$ cat config.mk
export PLATFORM = sky130hd
export DESIGN_NAME = plm_regs
export DESIGN_NICKNAME = d
export VERILOG_FILES = /design/src/rtl/plm_pkg.sv /design/src/rtl/plm_regs.sv
export SDC_FILE = /design/constraint.sdc
export NUM_CORES = 1
export LEC_CHECK = 0
export BUFFER_PORTS_ARGS = -buffer_cell sky130_fd_sc_hd__buf_2
export CAP_MARGIN = 20
export CELL_PAD_IN_SITES_DETAIL_PLACEMENT = 1
export CELL_PAD_IN_SITES_GLOBAL_PLACEMENT = 2
export CORE_MARGIN = 10
export CORE_UTILIZATION = 29
export DETAILED_ROUTE_END_ITERATION = 7
export HOLD_SLACK_MARGIN = 0.1
export PLACE_DENSITY = 0.95
export SYNTH_ARGS = -nofsm -noshare
export SYNTH_HDL_FRONTEND = slang
export SYNTH_SLANG_ARGS = --single-unit
$ cat constraint.sdc
create_clock -name core_clk_i -period 3.09 [get_ports core_clk_i]
set_clock_uncertainty 0.15 [all_clocks]
set_input_delay 0 -clock core_clk_i [delete_from_list [all_inputs] [get_ports core_clk_i]]
set_output_delay 0 -clock core_clk_i [all_outputs]
set_load 0.1 [all_outputs]
$ cat src/rtl/plm_pkg.sv
// Package: register map, field layout and reset values of the link mode registers
package plm_pkg;
  localparam logic [4:0] PLM_LINK_IDX = 5'h10;
  localparam logic [4:0] PLM_MODE_IDX = 5'h11;
  // Link control fields
  localparam int PLM_L_SPDOPT = 8;
  localparam int PLM_L_BRKTHR = 4;
  localparam int PLM_L_BRKEN = 3;
  localparam int PLM_L_PWROPT = 2;
  localparam int PLM_L_LOGIC_RESET_CTL = 0;
  // 10/100 mode fields
  localparam int PLM_M_SHORTED = 15;
  localparam int PLM_M_FAST10 = 14;
  localparam int PLM_M_EDPD = 13;
  localparam int PLM_M_EDNLP = 12;
  localparam int PLM_M_SPDEN = 7;
  localparam int PLM_M_NPEN = 6;
  localparam int PLM_M_XDIS = 5;
  localparam int PLM_M_ANPDIS = 4;
  localparam int PLM_M_ENERGY = 1;
  localparam int PLM_M_SEMIX = 0;
  // Reset values and writable masks
  localparam logic [15:0] PLM_LINK_RST = 16'h0020;
  localparam logic [15:0] PLM_MODE_RST = 16'h0040;
  localparam logic [15:0] PLM_LINK_WMASK = 16'h033D;
  localparam logic [15:0] PLM_MODE_WMASK = 16'hF0F1;
  localparam logic PLM_ENERGY_RST = 1'b1;
  // Attempts before speed downshift, per code
  localparam logic [2:0] PLM_ATT_00 = 3'h7;
  localparam logic [2:0] PLM_ATT_01 = 3'h5;
  localparam logic [2:0] PLM_ATT_10 = 3'h4;
  localparam logic [2:0] PLM_ATT_11 = 3'h3;

  typedef struct packed {
    logic [2:0] spd_attempts;
    logic [1:0] brk_thresh;
    logic brk_en;
    logic pwr_opt_dis;
    logic short_energy_detect;
    logic ten_meg_test_mode;
    logic energy_detect_powerdown_en;
    logic edpd_nlp;
    logic spd_opt_en;
    logic np_en;
    logic auto_x_dis;
    logic auto_np_dis;
    logic semi_x_en;
  } plm_cfg_t;

  typedef struct packed {
    logic [4:0] addr;
    logic wr;
    logic rd;
    logic [15:0] wdata;
  } plm_req_t;
endpackage

$ cat src/rtl/plm_regs.sv
// Link control and 10/100 mode control/status registers with decoded controls
`timescale 1ns/10ps
// What this block does
// - Bits 9:8 pick 7, 5, 4 or 3 failed attempts before downshift; reset 00.
// - Bits 5:4 pick idle-error link break threshold 10E-8..10E-11; reset 10.
// - Link break acts only while link control bit 3 is one; reset zero.
// - Link control bit 2 one disables automatic power optimization; reset zero.
// - Writing one to bit 0 gives synchronous logic reset, registers untouched.
// - The logic reset bit never clears itself.
// - Mode bit 15 selects short energy detection; reset zero.
// - Mode bit 14 enters 10BASE-T fast test mode; reset zero.
// - Energy-detect power-down enabled only while mode bit 13 is one.
// - Mode bit 12 keeps link pulses during energy-detect power-down; reset zero.
// - Speed optimizer runs only while mode bit 7 is one; reset zero.
// - Mode bit 6 enables next page exchange; resets to one.
// - Mode bit 5 one disables automatic crossover, manual pair choice.
// - Mode bit 4 stops automatic next pages; advertisement bit decides.
// - With bit 4 set and advertised next page clear, send base page only.
// - Read-only bit 1 shows line energy; hardware reset sets, software clears.
// - Energy one before software reset sets energy change flag for one cycle; it clears itself.
// - Mode bit 0 enables semi crossover; reset zero.
// - Manual MDI/MDI-X bits act only while automatic crossover is disabled.
module plm_regs
  import plm_pkg::*;
(
  // Clock, reset, enable
  input wire logic core_clk_i,
  input wire logic rst_i,
  input wire logic ce_i,
  input wire logic sw_reset_i,
  // Management register access
  input wire plm_req_t mgmt_req_i,
  output logic [15:0] mgmt_rdata_o,
  output logic mgmt_rvalid_o,
  // Line and negotiation status from the engines
  input wire logic line_energy_i,
  input wire logic adv_next_page_i,
  input wire logic [1:0] manual_mdix_i,
  input wire logic [1:0] auto_mdix_i,
  // Controls to the engines
  output plm_cfg_t cfg_o,
  output logic logic_reset_ctl_o,
  output logic line_energy_present_o,
  output logic energy_change_flag_set_o,
  output logic next_page_adv_o,
  output logic base_page_only_o,
  output logic [1:0] mdix_sel_o
);

  logic [15:0] link_r;
  logic [15:0] link_nxt;
  logic [15:0] mode_r;
  logic [15:0] mode_nxt;
  logic energy_r;
  logic energy_nxt;
  logic eflag_r;
  logic eflag_nxt;
  logic [15:0] rdata_r;
  logic [15:0] rdata_nxt;
  logic rvalid_r;
  logic rvalid_nxt;
  logic wr_link;
  logic wr_mode;
  logic [2:0] spd_att;

  assign wr_link = mgmt_req_i.wr && (mgmt_req_i.addr == PLM_LINK_IDX);
  assign wr_mode = mgmt_req_i.wr && (mgmt_req_i.addr == PLM_MODE_IDX);

  // Register write path; software reset restores defaults
  always_comb begin
    link_nxt = link_r;
    mode_nxt = mode_r;
    if (sw_reset_i) begin
      link_nxt = PLM_LINK_RST;
      mode_nxt = PLM_MODE_RST;
    end else begin
      if (wr_link) begin
        // Masked so reserved and read-only bits stay zero
        link_nxt = mgmt_req_i.wdata & PLM_LINK_WMASK;
      end
      if (wr_mode) begin
        mode_nxt = mgmt_req_i.wdata & PLM_MODE_WMASK;
      end
    end
  end

  // Logic reset bit is held as written, only a write of zero or a hardware or software reset drops it
  always_ff @(posedge core_clk_i or posedge rst_i) begin
    if (rst_i) begin
      link_r <= PLM_LINK_RST;
      mode_r <= PLM_MODE_RST;
    end else if (ce_i) begin
      link_r <= link_nxt;
      mode_r <= mode_nxt;
    end
  end

  // Line energy status and energy change event
  always_comb begin
    energy_nxt = line_energy_i;
    eflag_nxt = 1'b0;
    if (sw_reset_i) begin
      energy_nxt = 1'b0;
      eflag_nxt = energy_r;
    end
  end

  always_ff @(posedge core_clk_i or posedge rst_i) begin
    if (rst_i) begin
      energy_r <= PLM_ENERGY_RST;
      eflag_r <= 1'b0;
    end else if (ce_i) begin
      energy_r <= energy_nxt;
      eflag_r <= eflag_nxt;
    end
  end

  // Read path: one cycle latency, unmapped indices read zero
  always_comb begin
    rdata_nxt = rdata_r;
    rvalid_nxt = mgmt_req_i.rd;
    if (mgmt_req_i.rd) begin
      if (mgmt_req_i.addr == PLM_LINK_IDX) begin
        rdata_nxt = link_r;
      end else if (mgmt_req_i.addr == PLM_MODE_IDX) begin
        rdata_nxt = mode_r;
        rdata_nxt[PLM_M_ENERGY] = energy_r;
      end else begin
        rdata_nxt = 16'h0000;
      end
    end
  end

  always_ff @(posedge core_clk_i or posedge rst_i) begin
    if (rst_i) begin
      rdata_r <= 16'h0000;
      rvalid_r <= 1'b0;
    end else if (ce_i) begin
      rdata_r <= rdata_nxt;
      rvalid_r <= rvalid_nxt;
    end
  end

  assign mgmt_rdata_o = rdata_r;
  assign mgmt_rvalid_o = rvalid_r;

  // Attempt count per downshift code
  always_comb begin
    case (link_r[PLM_L_SPDOPT +: 2])
      2'b00: spd_att = PLM_ATT_00;
      2'b01: spd_att = PLM_ATT_01;
      2'b10: spd_att = PLM_ATT_10;
      default: spd_att = PLM_ATT_11;
    endcase
  end
  assign cfg_o.spd_attempts = spd_att;

  assign cfg_o.brk_thresh = link_r[PLM_L_BRKTHR +: 2];
  assign cfg_o.brk_en = link_r[PLM_L_BRKEN];
  assign cfg_o.pwr_opt_dis = link_r[PLM_L_PWROPT];
  assign cfg_o.short_energy_detect = mode_r[PLM_M_SHORTED];
  assign cfg_o.ten_meg_test_mode = mode_r[PLM_M_FAST10];
  assign cfg_o.energy_detect_powerdown_en = mode_r[PLM_M_EDPD];
  assign cfg_o.edpd_nlp = mode_r[PLM_M_EDNLP];
  assign cfg_o.spd_opt_en = mode_r[PLM_M_SPDEN];
  assign cfg_o.np_en = mode_r[PLM_M_NPEN];
  assign cfg_o.auto_x_dis = mode_r[PLM_M_XDIS];
  assign cfg_o.auto_np_dis = mode_r[PLM_M_ANPDIS];
  assign cfg_o.semi_x_en = mode_r[PLM_M_SEMIX];

  // Held logic reset level, synchronous to the core clock
  assign logic_reset_ctl_o = link_r[PLM_L_LOGIC_RESET_CTL];
  assign line_energy_present_o = energy_r;
  assign energy_change_flag_set_o = eflag_r;

  // Next page advertising falls back to the advertisement bit
  assign next_page_adv_o = mode_r[PLM_M_ANPDIS] ? adv_next_page_i
                                                : mode_r[PLM_M_NPEN];
  assign base_page_only_o = mode_r[PLM_M_ANPDIS] & ~adv_next_page_i;

  // Manual pair selection only wins when auto crossover is off
  assign mdix_sel_o = mode_r[PLM_M_XDIS] ? manual_mdix_i : auto_mdix_i;
endmodule

---- Word level (Yosys, flattened, before mapping) ----
Cells that the tools add are included.
storage, ports and cells
  word-level logic and storage cells ...... 31
  flip-flop bits (word level) ............. 51
  input port bits ......................... 33
cells by class
  bitwise logic cells ..................... 2
  equal/unequal tests ..................... 4
  muxes and demuxes ....................... 11
  reduce and logical (&&, ||, !) cells .... 8
operator list
  cell                  count
  $mux W16              6
  $eq A5 B5 Y1 const B  2
  $pmux W3 S3           1
  $reduce_and A2 Y1     3
  $reduce_bool A2 Y1    2
  $mux W1               3
  $eq A2 B1 Y1 const B  1
  $eq A2 B2 Y1 const B  1
  $logic_and A1 B1 Y1   2
  $logic_not A2 Y1      1
  $mux W2               1
  $and A1 B1 Y1         1
  $not A1 Y1            1

---- Longest topological paths before layout ----
Gate-level depths: netlist of run 1.
  depth in word-level cells ............... 4
  depth in mapped cells ................... 5
  gate-level depth less buffers ........... 3

---- Least setup slack after synthesis of run 1 ----
No wires, ideal clock.
  kind .................................... register to output
  from .................................... register mode_r[4]
  to ...................................... output base_page_only_o
  path buffers ............................ 0
  arrival ................................. 2.413 ns
  cell stages (with the launch flop) ...... 2
  setup slack ............................. 0.527 ns
  data required time ...................... 2.940 ns
  cells stage by stage .................... dfrtp_1 > nor2b_1
between the ends
  word-level cells in the longest chain between the ends .. 1
RTL lines
  item                      RTL line         text
  start: declaration        plm_regs.sv:52   logic [15:0] mode_r;
  start signal: assignment  plm_regs.sv:94   mode_r <= mode_nxt;
  $and A1 B1 Y1             plm_regs.sv:179  assign base_page_only_o = mode_r[PLM_M_ANPDIS] & ~adv_next_page_i;
  end: declaration          plm_regs.sv:46   output logic base_page_only_o,
Every way passes these cells.

---- Final worst setup path of run 1 ----
  from .................................... input mgmt_req_i[21] (netlist bit)
  to ...................................... register link_r[5]
between the ends
  word-level cells in the longest chain between the ends .. 4
RTL lines
  item                          RTL line        text
  start: declaration            plm_regs.sv:32  input wire plm_req_t mgmt_req_i,
  $eq A5 B5 Y1                  plm_regs.sv:66  assign wr_link = mgmt_req_i.wr && (mgmt_req_i.addr == PLM_LINK_IDX);
  $logic_and A1 B1 Y1           plm_regs.sv:66
  $reduce_bool A2 Y1 (no line)  --
  $reduce_and A2 Y1 (no line)   --
  end signal: assignment        plm_regs.sv:93  link_r <= link_nxt;
  end: declaration              plm_regs.sv:50  logic [15:0] link_r;
Every way passes these cells.
A chain may end at the register's enable or synchronous reset.

==> results of run 1 <==
area by class of cell:
class                   instances  area [um2]
inverters                      10        37.5
clock buffers                   8        90.1
flip-flops and latches         33         830
fillers                       637        3170
repair buffers                 95         611
well taps                      72        90.1
multi-input cells             101         674
stage by stage:
stage / util, % / hold WS (ps) / cells / worst slack (ps)
floorplan: - / -55.9 / 160 / 527
global placement: 36.0 / -37.3 / 285 / 1350
detailed placement: 36.0 / -34.4 / 285 / 1320
CTS: 42.4 / 106 / 319 / 706
global route: 42.4 / 134 / 319 / 612
finish: 42.4 / 115 / 319 / 674
tightest hold or removal path, stage by stage:
cell,delay (ps)
buf_2,110
and2_1,230
nand2_1,100
o21ai_0,60
cell families after synthesis:
kind of cell | Yosys count | share of synthesized area [%]
adder cells (fa/ha/maj) | 2 | 1.52
AND/OR/NAND/NOR | 48 | 15.9
other | 1 | 0.228
buffers and inverters | 26 | 8.99
flip-flops | 33 | 50.5
AO/OA/AOI/OAI | 43 | 18.9
multiplexers | 6 | 3.89
final timing paths:
check | start | endpoint | slack (ps)
max in group asynchronous | rst_i | line_energy_present_o | 2250
min in group asynchronous | rst_i | mgmt_rdata_o[0] | 200
max | mgmt_req_i[21] | link_r[5] | 670
min | mgmt_req_i[16] | mgmt_rdata_o[7] | 120
min reg2reg | mgmt_rdata_o[1] | mgmt_rdata_o[1] | 330
max reg2reg | mode_r[6] | mode_r[6] | 1410
metal layers:
layer | GRT usage (%) | wire [um] | part of all wire (%) | vias up
met3 | 3.77 | 344 | 6.2 | 9
met5 | 0 | 0 | 0 | -
li1 | - | - | - | 728
met2 | 23.0 | 2980 | 54 | 45
met4 | 4.61 | 88 | 1.6 | 0
met1 | 13.4 | 2150 | 39 | 750
power by group:
part           internal, W  switching, W  total (W)  leakage [nW]
clock network     0.000182      0.000153   0.000334        0.0455
registers         0.000458     0.0000285   0.000487         0.445
logic            0.0000943      0.000319   0.000414         0.656
total             0.000734      0.000500    0.00123          1.15
repair_timing:
item	4_1_cts	5_1_grt
endpoints found under the hold margin	65	0
buffers inserted	0	0
hold buffers	26	0
sequential cells by signal (all words and copies together), names as in the netlist:
name,flops
link_r,7
energy_change_flag_set_o,1
mode_r,9
mgmt_rvalid_o,1
line_energy_present_o,1
mgmt_rdata_o,14
cell usage in the layout, fill, tap and decap left out, types with 3 or more instances in the layout:
cell	count
buf_2	67
dfstp_2	3
mux2i_1	3
inv_1	9
a21oi_1	8
clkbuf_8	6
a32o_1	6
o31ai_1	6
o21ai_0	10
nand2b_1	8
dlygate4sd3_1	26
dfrtp_1	30
nand2_1	26
mux2_2	3
a221o_1	6
==> metrics.md, run 1 <==
| Metric | Value |
|---|---|
| Hold crit path type | in2reg |
| CP Depth | 6 |
| Syn Area/Cell | ~10 um2 |
| Crit-path cells | dlygate4sd3_1, buf_2, or4b_4, or3_1, a22oi_1, dlygate4sd3_1 |
| Buf+Inv Stages, Crit Path | 3 |
| Post_cts resized | 0 |
| Maxcap violations | 0 |
| Vias per cell | 4.80 |
| Final wirelength | about 5.6 mm |
| Clk_lat worst skew | 280 ps |
| Pin count of the biggest net entering global routing | 34 |
| Cells after Synth | 159 |
| Most used DFF post-synth | dfrtp_1 |
| Synth async-reset ratio | 100% |
| Cell variety after synth | 38 |
| Dpl cell area | 1980 um2 |
| RD Place Congestion | 0.705 |
| CTS Buf Count | 5 |
| CP max FO | 7 |
| Starting density of the core | 29.8% |
| Clock Pin Slew Worst Setup and Hold Paths | approximately 70 ps |
| Worst path max stage delay | around 570 ps |
| CORE AREA | 5510 um2 |
| Root Driver | clkbuf_8 |
| RSZ-0062 raised after global routing | false |
| Final setup vio count | 0 |
| Clk buf depth | 2 |
| # DRC | 0 |
| Depth of the CTS H-tree | 2 |
| Outcome | completed |
| Final layout net count | 281 |
| Diode count | 0 |
| Vias in the first global route | ~1800 |
| Synth top cells by count | dfrtp_1 (30), nand2_1 (26), o21ai_0 (10) |
| Final instance area | 2330 um2 |
| Synthesis-to-layout area growth | 42.1% |
| Slowest stage cell, crit path | dlygate4sd3_1 |
| Count leader, synth | dfrtp_1 |
| IO Count | 73 |
| Share of layout cells above drive strength 1 | between 30% and 40% |
| F_max | 414 MHz |
| CTS Sinks | 33 |
| CP endpoint kind | flip-flop |
| Peak supply drop | 275 uV |
| Tot Pwr | around 0.0012 W |
| Cell Rows | 27 |
| DR iter-0 viols | 51 |
| Tmin final | 2420 ps |
| Hold depth | 4 |
| Cell repeated most along the worst path | dlygate4sd3_1 |
| R2r worst-path depth | 3 |
| Largest delay share family, worst path | buffers and inverters |
| ANT nets after route | 0 |
| Synth area leaders | dfrtp_1 (46%), nand2_1 (5.9%), dfstp_2 (4.8%), a221o_1 (3.7%), a32o_1 (3.7%) |
| Max Slew Vio Count | 0 |
| All-Layer GR Usage | 12.6% |
| Post-synth EDFFs | 0 |
| Initial antenna violation count | 0 |
| Tightest Pin Transition | 600 ps |
| CTS tree | built |
| Tcrit/Tclk final | 78.2% |
| Final Hold Viols | 0 |
| Synthesized cell area | 1640 um2 |
| Die Area | ~9100 um2 |
| DIE HEIGHT | roughly 95 um |
| IO buf count | between 60 and 70 |
| PwrDens | between 500 and 600 nW/um2 |
| Drt wl/cell | 17.4 um |
| Ys Warns | 0 |
| #FFs+latches synth | 33 |
| CP Data Required Time | 3170 ps |
| Startpoint Class | primary input |
| Sequential area share after synthesis | 50.5% |
| CP Class | in2reg |
| Via Count | 1532 |
| DP HPWL | 4.04 mm |
| First-pass detailed-route iteration total | 4 |
| Die X | 95.2 um |
| Top-area cell type share of the netlist area | 45.7% |
| First-pass GRT wire length | 9.07 mm |
| Slew HR | 59.9% |
| Area leader, netlist | dfrtp_1 |
| Post-Route Setup TNS | 0 ps |
| Critical path arrival | 2490 ps |
| Pleak | 1.15 nW |
| Gr ovfl total | 0 |
(Power assumes the default switching activity.)
==> run 2: changes to the inputs <==
Settings changed: CORE_UTILIZATION 29 to 24, PLACE_DENSITY 0.95 to 0.86.
Clock period 3.09 ns to 2.2 ns, I/O delays scaled along.
==> metrics.md, run 2 (synthesized netlist as in run 1, its figures left out) <==
| Metric | Value |
|---|---|
| Internal Power | 0.00102 W |
| Crit-path cells | buf_2, or4b_4, dlygate4sd3_1, o31ai_1, dlygate4sd3_1 |
| Worst hold endpoint | link_r[4] |
| CP Data Required Time | 2260 ps |
| Register-to-register setup slack | 520 ps |
| Final Hold Viols | 0 |
| Worst path max stage delay | ~630 ps |
| Tmin final | 2220 ps |
| IO buf count | 67 |
| Tcrit/Tclk final | 101% |
| F_max | 451 MHz |
| Startpoint Class | primary input |
| Vias per cell | 4.65 |
| Sw power | 0.000686 W |
| Root Driver | clkbuf_8 |
| Post-Route Setup TNS | -16.5 ps |
| Cell repeated most along the worst path | dlygate4sd3_1 |
| DP HPWL | 4.12 mm |
| Critical path arrival | about 2300 ps |
| Slowest stage cell, crit path | dlygate4sd3_1 |
| CORE AREA | 6720 um2 |
| Drt wl/cell | 17.1 um |
| Clk buf depth | 2 |
| CTS tree | built |
| Peak supply drop | 272 uV |
| Initial antenna violation count | 1 |
| Largest delay share family, worst path | buffers and inverters |
| Comb power frac | 34.0% |
| Share of layout cells above drive strength 1 | 36.7% |
| Final setup vio count | 1 |
| Vias in the first global route | 1713 |
| Clock Pin Slew Worst Setup and Hold Paths | about 60 ps |
| Most common cell after layout, fill and taps aside | buf_2 |
| Final layout net count | about 280 |
| CP Class | in2reg |
| # DRC | 0 |
| Post-Place Cells | 294 |
| Final setup margin | -16.5 ps |
| First-pass GRT wire length | 8.89 mm |
| Die X | approximately 100 um |
| Filler cells | between 700 and 800 |
| Setup WS pre-CTS | 443 ps |
| CTS Buf Count | 5 |
| Die Area | 10500 um2 |
| Depth of the CTS H-tree | 2 |
| IO Count | 73 |
| Reg power frac | 40.0% |
| Hold crit path type | in2reg |
| Gr ovfl total | 0 |
| Clk_lat worst skew | ~280 ps |
| Outcome | complete, but fails checks |
| Via Count | 1524 |
| Most frequent cells in the layout | buf_2 (67), dfrtp_1 (30), nand2_1 (26), dlygate4sd3_1 (25), o21ai_0 (10) |
| Slew HR | between 50% and 60% |
| R2r worst-path depth | 3 |
| CP Depth | 5 |
| DIE HEIGHT | 103 um |
| Cell Rows | 30 |
| Worst R2R End | mode_r[6] |
| Tot Pwr | between 0.0015 and 0.002 W |
| Pin count of the biggest net entering global routing | 34 |
| Tightest Pin Transition | 639 ps |
| Maxcap violations | 0 |
| Max Slew Vio Count | 0 |
| Diode count | 0 |
| First-pass detailed-route iteration total | 4 |
| Hold Path Origin | mgmt_req_i[20] |
| Buf+Inv Stages, Crit Path | 3 |
| ANT nets after route | 0 |
| Clk pwr share | 26.1% |
| CP endpoint kind | flip-flop |
| Switch share | 40.1% |
| Starting density of the core | 24.4% |
| Largest register FFs | 14 |
| All-Layer GR Usage | 10.6% |
| Pleak | about 1.2 nW |
| PwrDens | 725 nW/um2 |
| Failing checks | setup timing |
| Finished Layout Cells | 328 |
| Reg2reg start | mode_r[6] |
| Hold depth | 4 |
| CP max FO | 3 |
| RD Place Congestion | 0.705 |
| Final wirelength | 5.61 mm |
| CTS Sinks | 33 |
| Synthesis-to-layout area growth | 43.7% |
| DR iter-0 viols | 62 |
## run 2: worst reg2reg max path, stage by stage, from the launching register on
cell and delay, ps:
dfstp_2 590, nor2_1 50, a211oi_1 230, dlygate4sd3_1 600
## run 2: layout make-up
class	instances	area [um2]	area share (%)
Multi-Input combinational cell	101	683	29.0
Inverter	10	37.5	1.59
Sequential cell	33	830	35.2
Tap cell	80	100	4.24
Clock buffer	7	86.3	3.66
Timing Repair Buffer	97	623	26.4
## run 2: worst max path at each step
stage | from | to | slack (ps)
floorplan | mode_r[4] | base_page_only_o | 100
global placement | mgmt_req_i[19] | link_r[3] | 460
global route | mgmt_req_i[19] | mgmt_rdata_o[0] | -60
finish | mgmt_req_i[19] | mgmt_rdata_o[0] | -20
CTS | mgmt_req_i[18] | link_r[5] | 2
detailed placement | mgmt_req_i[19] | link_r[3] | 440
## run 2: metal layers
metal  global-route usage [%]  vias up  wire length, um
met1                     12.0      749             2290
met2                     18.8       37             2910
met3                     2.82        7              324
met4                     3.25        2               73
li1                         -      729                -
met5                        0        -               13
## run 2: metrics by stage
stage,hold slack (ps),cell area (um2),util [%]
detailed placement,-32.0,2000,29.8
CTS,109,2340,34.8
finish,105,2360,35.1
global route,120,2360,35.1
floorplan,-55.9,1650,-
global placement,-37.9,2000,29.8
## run 2: power by group through the flow
| stage | registers (W) | logic [W] | clock network (W) |
|---|---|---|---|
| after detailed placement | 0.000695 | 0.000542 | 0 |
| after global routing | 0.000690 | 0.000607 | 0.000487 |
| after CTS | 0.000684 | 0.000581 | 0.000461 |
| after global placement | 0.000693 | 0.000535 | 0 |
| after floorplan | 0.000922 | 0.000213 | 0 |
| final | 0.000684 | 0.000581 | 0.000446 |
## run 2: repair_timing
action	CTS	global route
endpoints found under the hold margin	60	0
setup buffers	0	2
gates resized for setup	0	2
hold buffers	25	0
endpoints found under the setup margin	0	2
==> run 3: changes to the inputs <==
==> constraint.sdc (replaced) <==
create_clock -name core_clk_i -period 2.2 [get_ports core_clk_i]
set_clock_uncertainty 0.15 [all_clocks]
set_input_delay 0.33 -clock core_clk_i [delete_from_list [all_inputs] [get_ports core_clk_i]]
set_output_delay 0.33 -clock core_clk_i [all_outputs]
set_load 0.1 [all_outputs]
==> metrics.md, run 3 (synthesized netlist as in run 1, its figures left out) <==
| Metric | Value |
|---|---|
| RD Place Congestion | 0.772 |
| Setup WS pre-CTS | 112 ps |
| Most frequent cells in the layout | buf_2 (67), dfrtp_1 (30), nand2_1 (26), o21ai_0 (10), inv_1 (9) |
| Hold crit path type | in2reg |
| F_max | 525 MHz |
| RSZ-0062 raised after global routing | false |
| Outcome | completed |
| Maxcap violations | 0 |
| Most common cell after layout, fill and taps aside | buf_2 |
| # DRC | 0 |
| Clk buf depth | 2 |
| IO buf count | between 60 and 70 |
| R2r worst-path depth | 3 |
| CP Class | reg2out |
| DP HPWL | 4.04 mm |
| Filler cells | 797 |
| Die X | 103 um |
| CP Data Required Time | 1720 ps |
| Reg2reg start | mode_r[4] |
| Sw power | 0.000675 W |
| Share of layout cells above drive strength 1 | 39.0% |
| DR iter-0 viols | 77 |
| Synthesis-to-layout area growth | 28.7% |
| Final setup margin | 297 ps |
| Drt wl/cell | approximately 16 um |
| Clk pwr share | around 27% |
| CP max FO | 5 |
| Peak supply drop | approximately 320 uV |
| CTS Buf Count | 5 |
| Final Hold Viols | 0 |
| Vias per cell | roughly 4.6 |
| First-pass detailed-route iteration total | 4 |
| Final wirelength | 4.95 mm |
| Final setup vio count | 0 |
| Tcrit/Tclk final | 86.5% |
| Crit path from | mode_r[6] |
| Diode count | 0 |
| Tightest Pin Transition | 622 ps |
| Number of hold buffers added after cts | 2 |
| Cell Rows | 30 |
| Hold Path Origin | mgmt_req_i[2] |
| Starting density of the core | between 20% and 30% |
| Worst R2R End | mode_r[4] |
| Tmin final | 1900 ps |
| Pin count of the biggest net entering global routing | 34 |
| CTS Sinks | 33 |
| Final layout net count | 258 |
| Internal Power | 0.000995 W |
| Via Count | 1393 |
| First-pass GRT wire length | 8.11 mm |
| DIE HEIGHT | between 100 and 150 um |
| Clk_lat worst skew | 280 ps |
| Root Driver | clkbuf_8 |
| Reg power frac | 40.9% |
| Post-Route Setup TNS | 0 ps |
| CTS tree | built |
| Tot Pwr | between 0.0015 and 0.002 W |
| Max Slew Vio Count | 0 |
| Comb power frac | roughly 32% |
| Initial antenna violation count | 0 |
| Post-CTS Setup Inserts | 0 |
| CORE AREA | 6720 um2 |
| IO Count | 73 |
| ANT nets after route | 0 |
| Startpoint Class | flip-flop |
| CP endpoint kind | primary output |
| Crit path to | next_page_adv_o |
| PwrDens | 790 nW/um2 |
| Switch share | about two fifths |
| Vias in the first global route | 1583 |
| Post_cts resized | 0 |
| Clock Pin Slew Worst Setup and Hold Paths | roughly 60 ps |
| Gr ovfl total | 0 |
| Pleak | approximately 1.1 nW |
| Slew HR | 58.5% |
| Critical path arrival | 1420 ps |
| Die Area | 10500 um2 |
| Register-to-register setup slack | approximately 1100 ps |
| All-Layer GR Usage | between 9 and 10% |
| Largest register FFs | 14 |
| Depth of the CTS H-tree | 2 |
## run 3: cell count changes in the layout (fill, tap and decap cells not counted), sizes merged
cell,change
buf,-2
dlygate4sd3,-23
## run 3: routing by layer
layer	GRT usage [%]	vias up	part of all wire, %
met1	10.7	667	39
met2	17.4	35	52
met3	2.95	7	7.0
met5	0	-	0
met4	3.58	0	1.5
li1	-	684	-
## run 3: through the flow
step / std cells / cell area [um2] / util, % / hold WS, ps
2_1_floorplan: 160 / 1650 / - / 274
3_3_place_gp: 294 / 2010 / 29.9 / 289
3_5_place_dp: 294 / 2010 / 29.9 / 291
4_1_cts: 303 / 2110 / 31.5 / 115
5_1_grt: 303 / 2110 / 31.5 / 114
6_report: 303 / 2110 / 31.5 / 121
## run 3: worst min-delay path by stage
stage | slack, ps | endpoint | depth (start not counted)
after floorplan | 270 | mode_r[6] | 2
after global placement | 290 | mgmt_rdata_o[8] | 3
final | 120 | link_r[2] | 2
after detailed placement | 290 | mgmt_rdata_o[8] | 3
after CTS | 120 | link_r[2] | 2
after global routing | 110 | link_r[2] | 2
## run 3: cell type report
type	count	area (um2)	area share, %
Sequential cell	33	830	39.3
Multi-Input combinational cell	101	682	32.3
Timing Repair Buffer	72	378	17.9
Tap cell	80	100	4.74
Clock buffer	7	86.3	4.09
Inverter	10	37.5	1.78
## run 3: power groups by stage
stage	sequential [W]	clock, W	combinational, W
after floorplan	0.000923	0	0.000214
after global routing	0.000690	0.000481	0.000568
after detailed placement	0.000694	0	0.000542
final	0.000682	0.000448	0.000539
after CTS	0.000683	0.000466	0.000546
after global placement	0.000692	0	0.000538
## run 3: worst max-delay path, cell delays in order, from the launching register on
cell and delay [ps]:
dfstp_2 580, mux2_2 150, buf_2 410
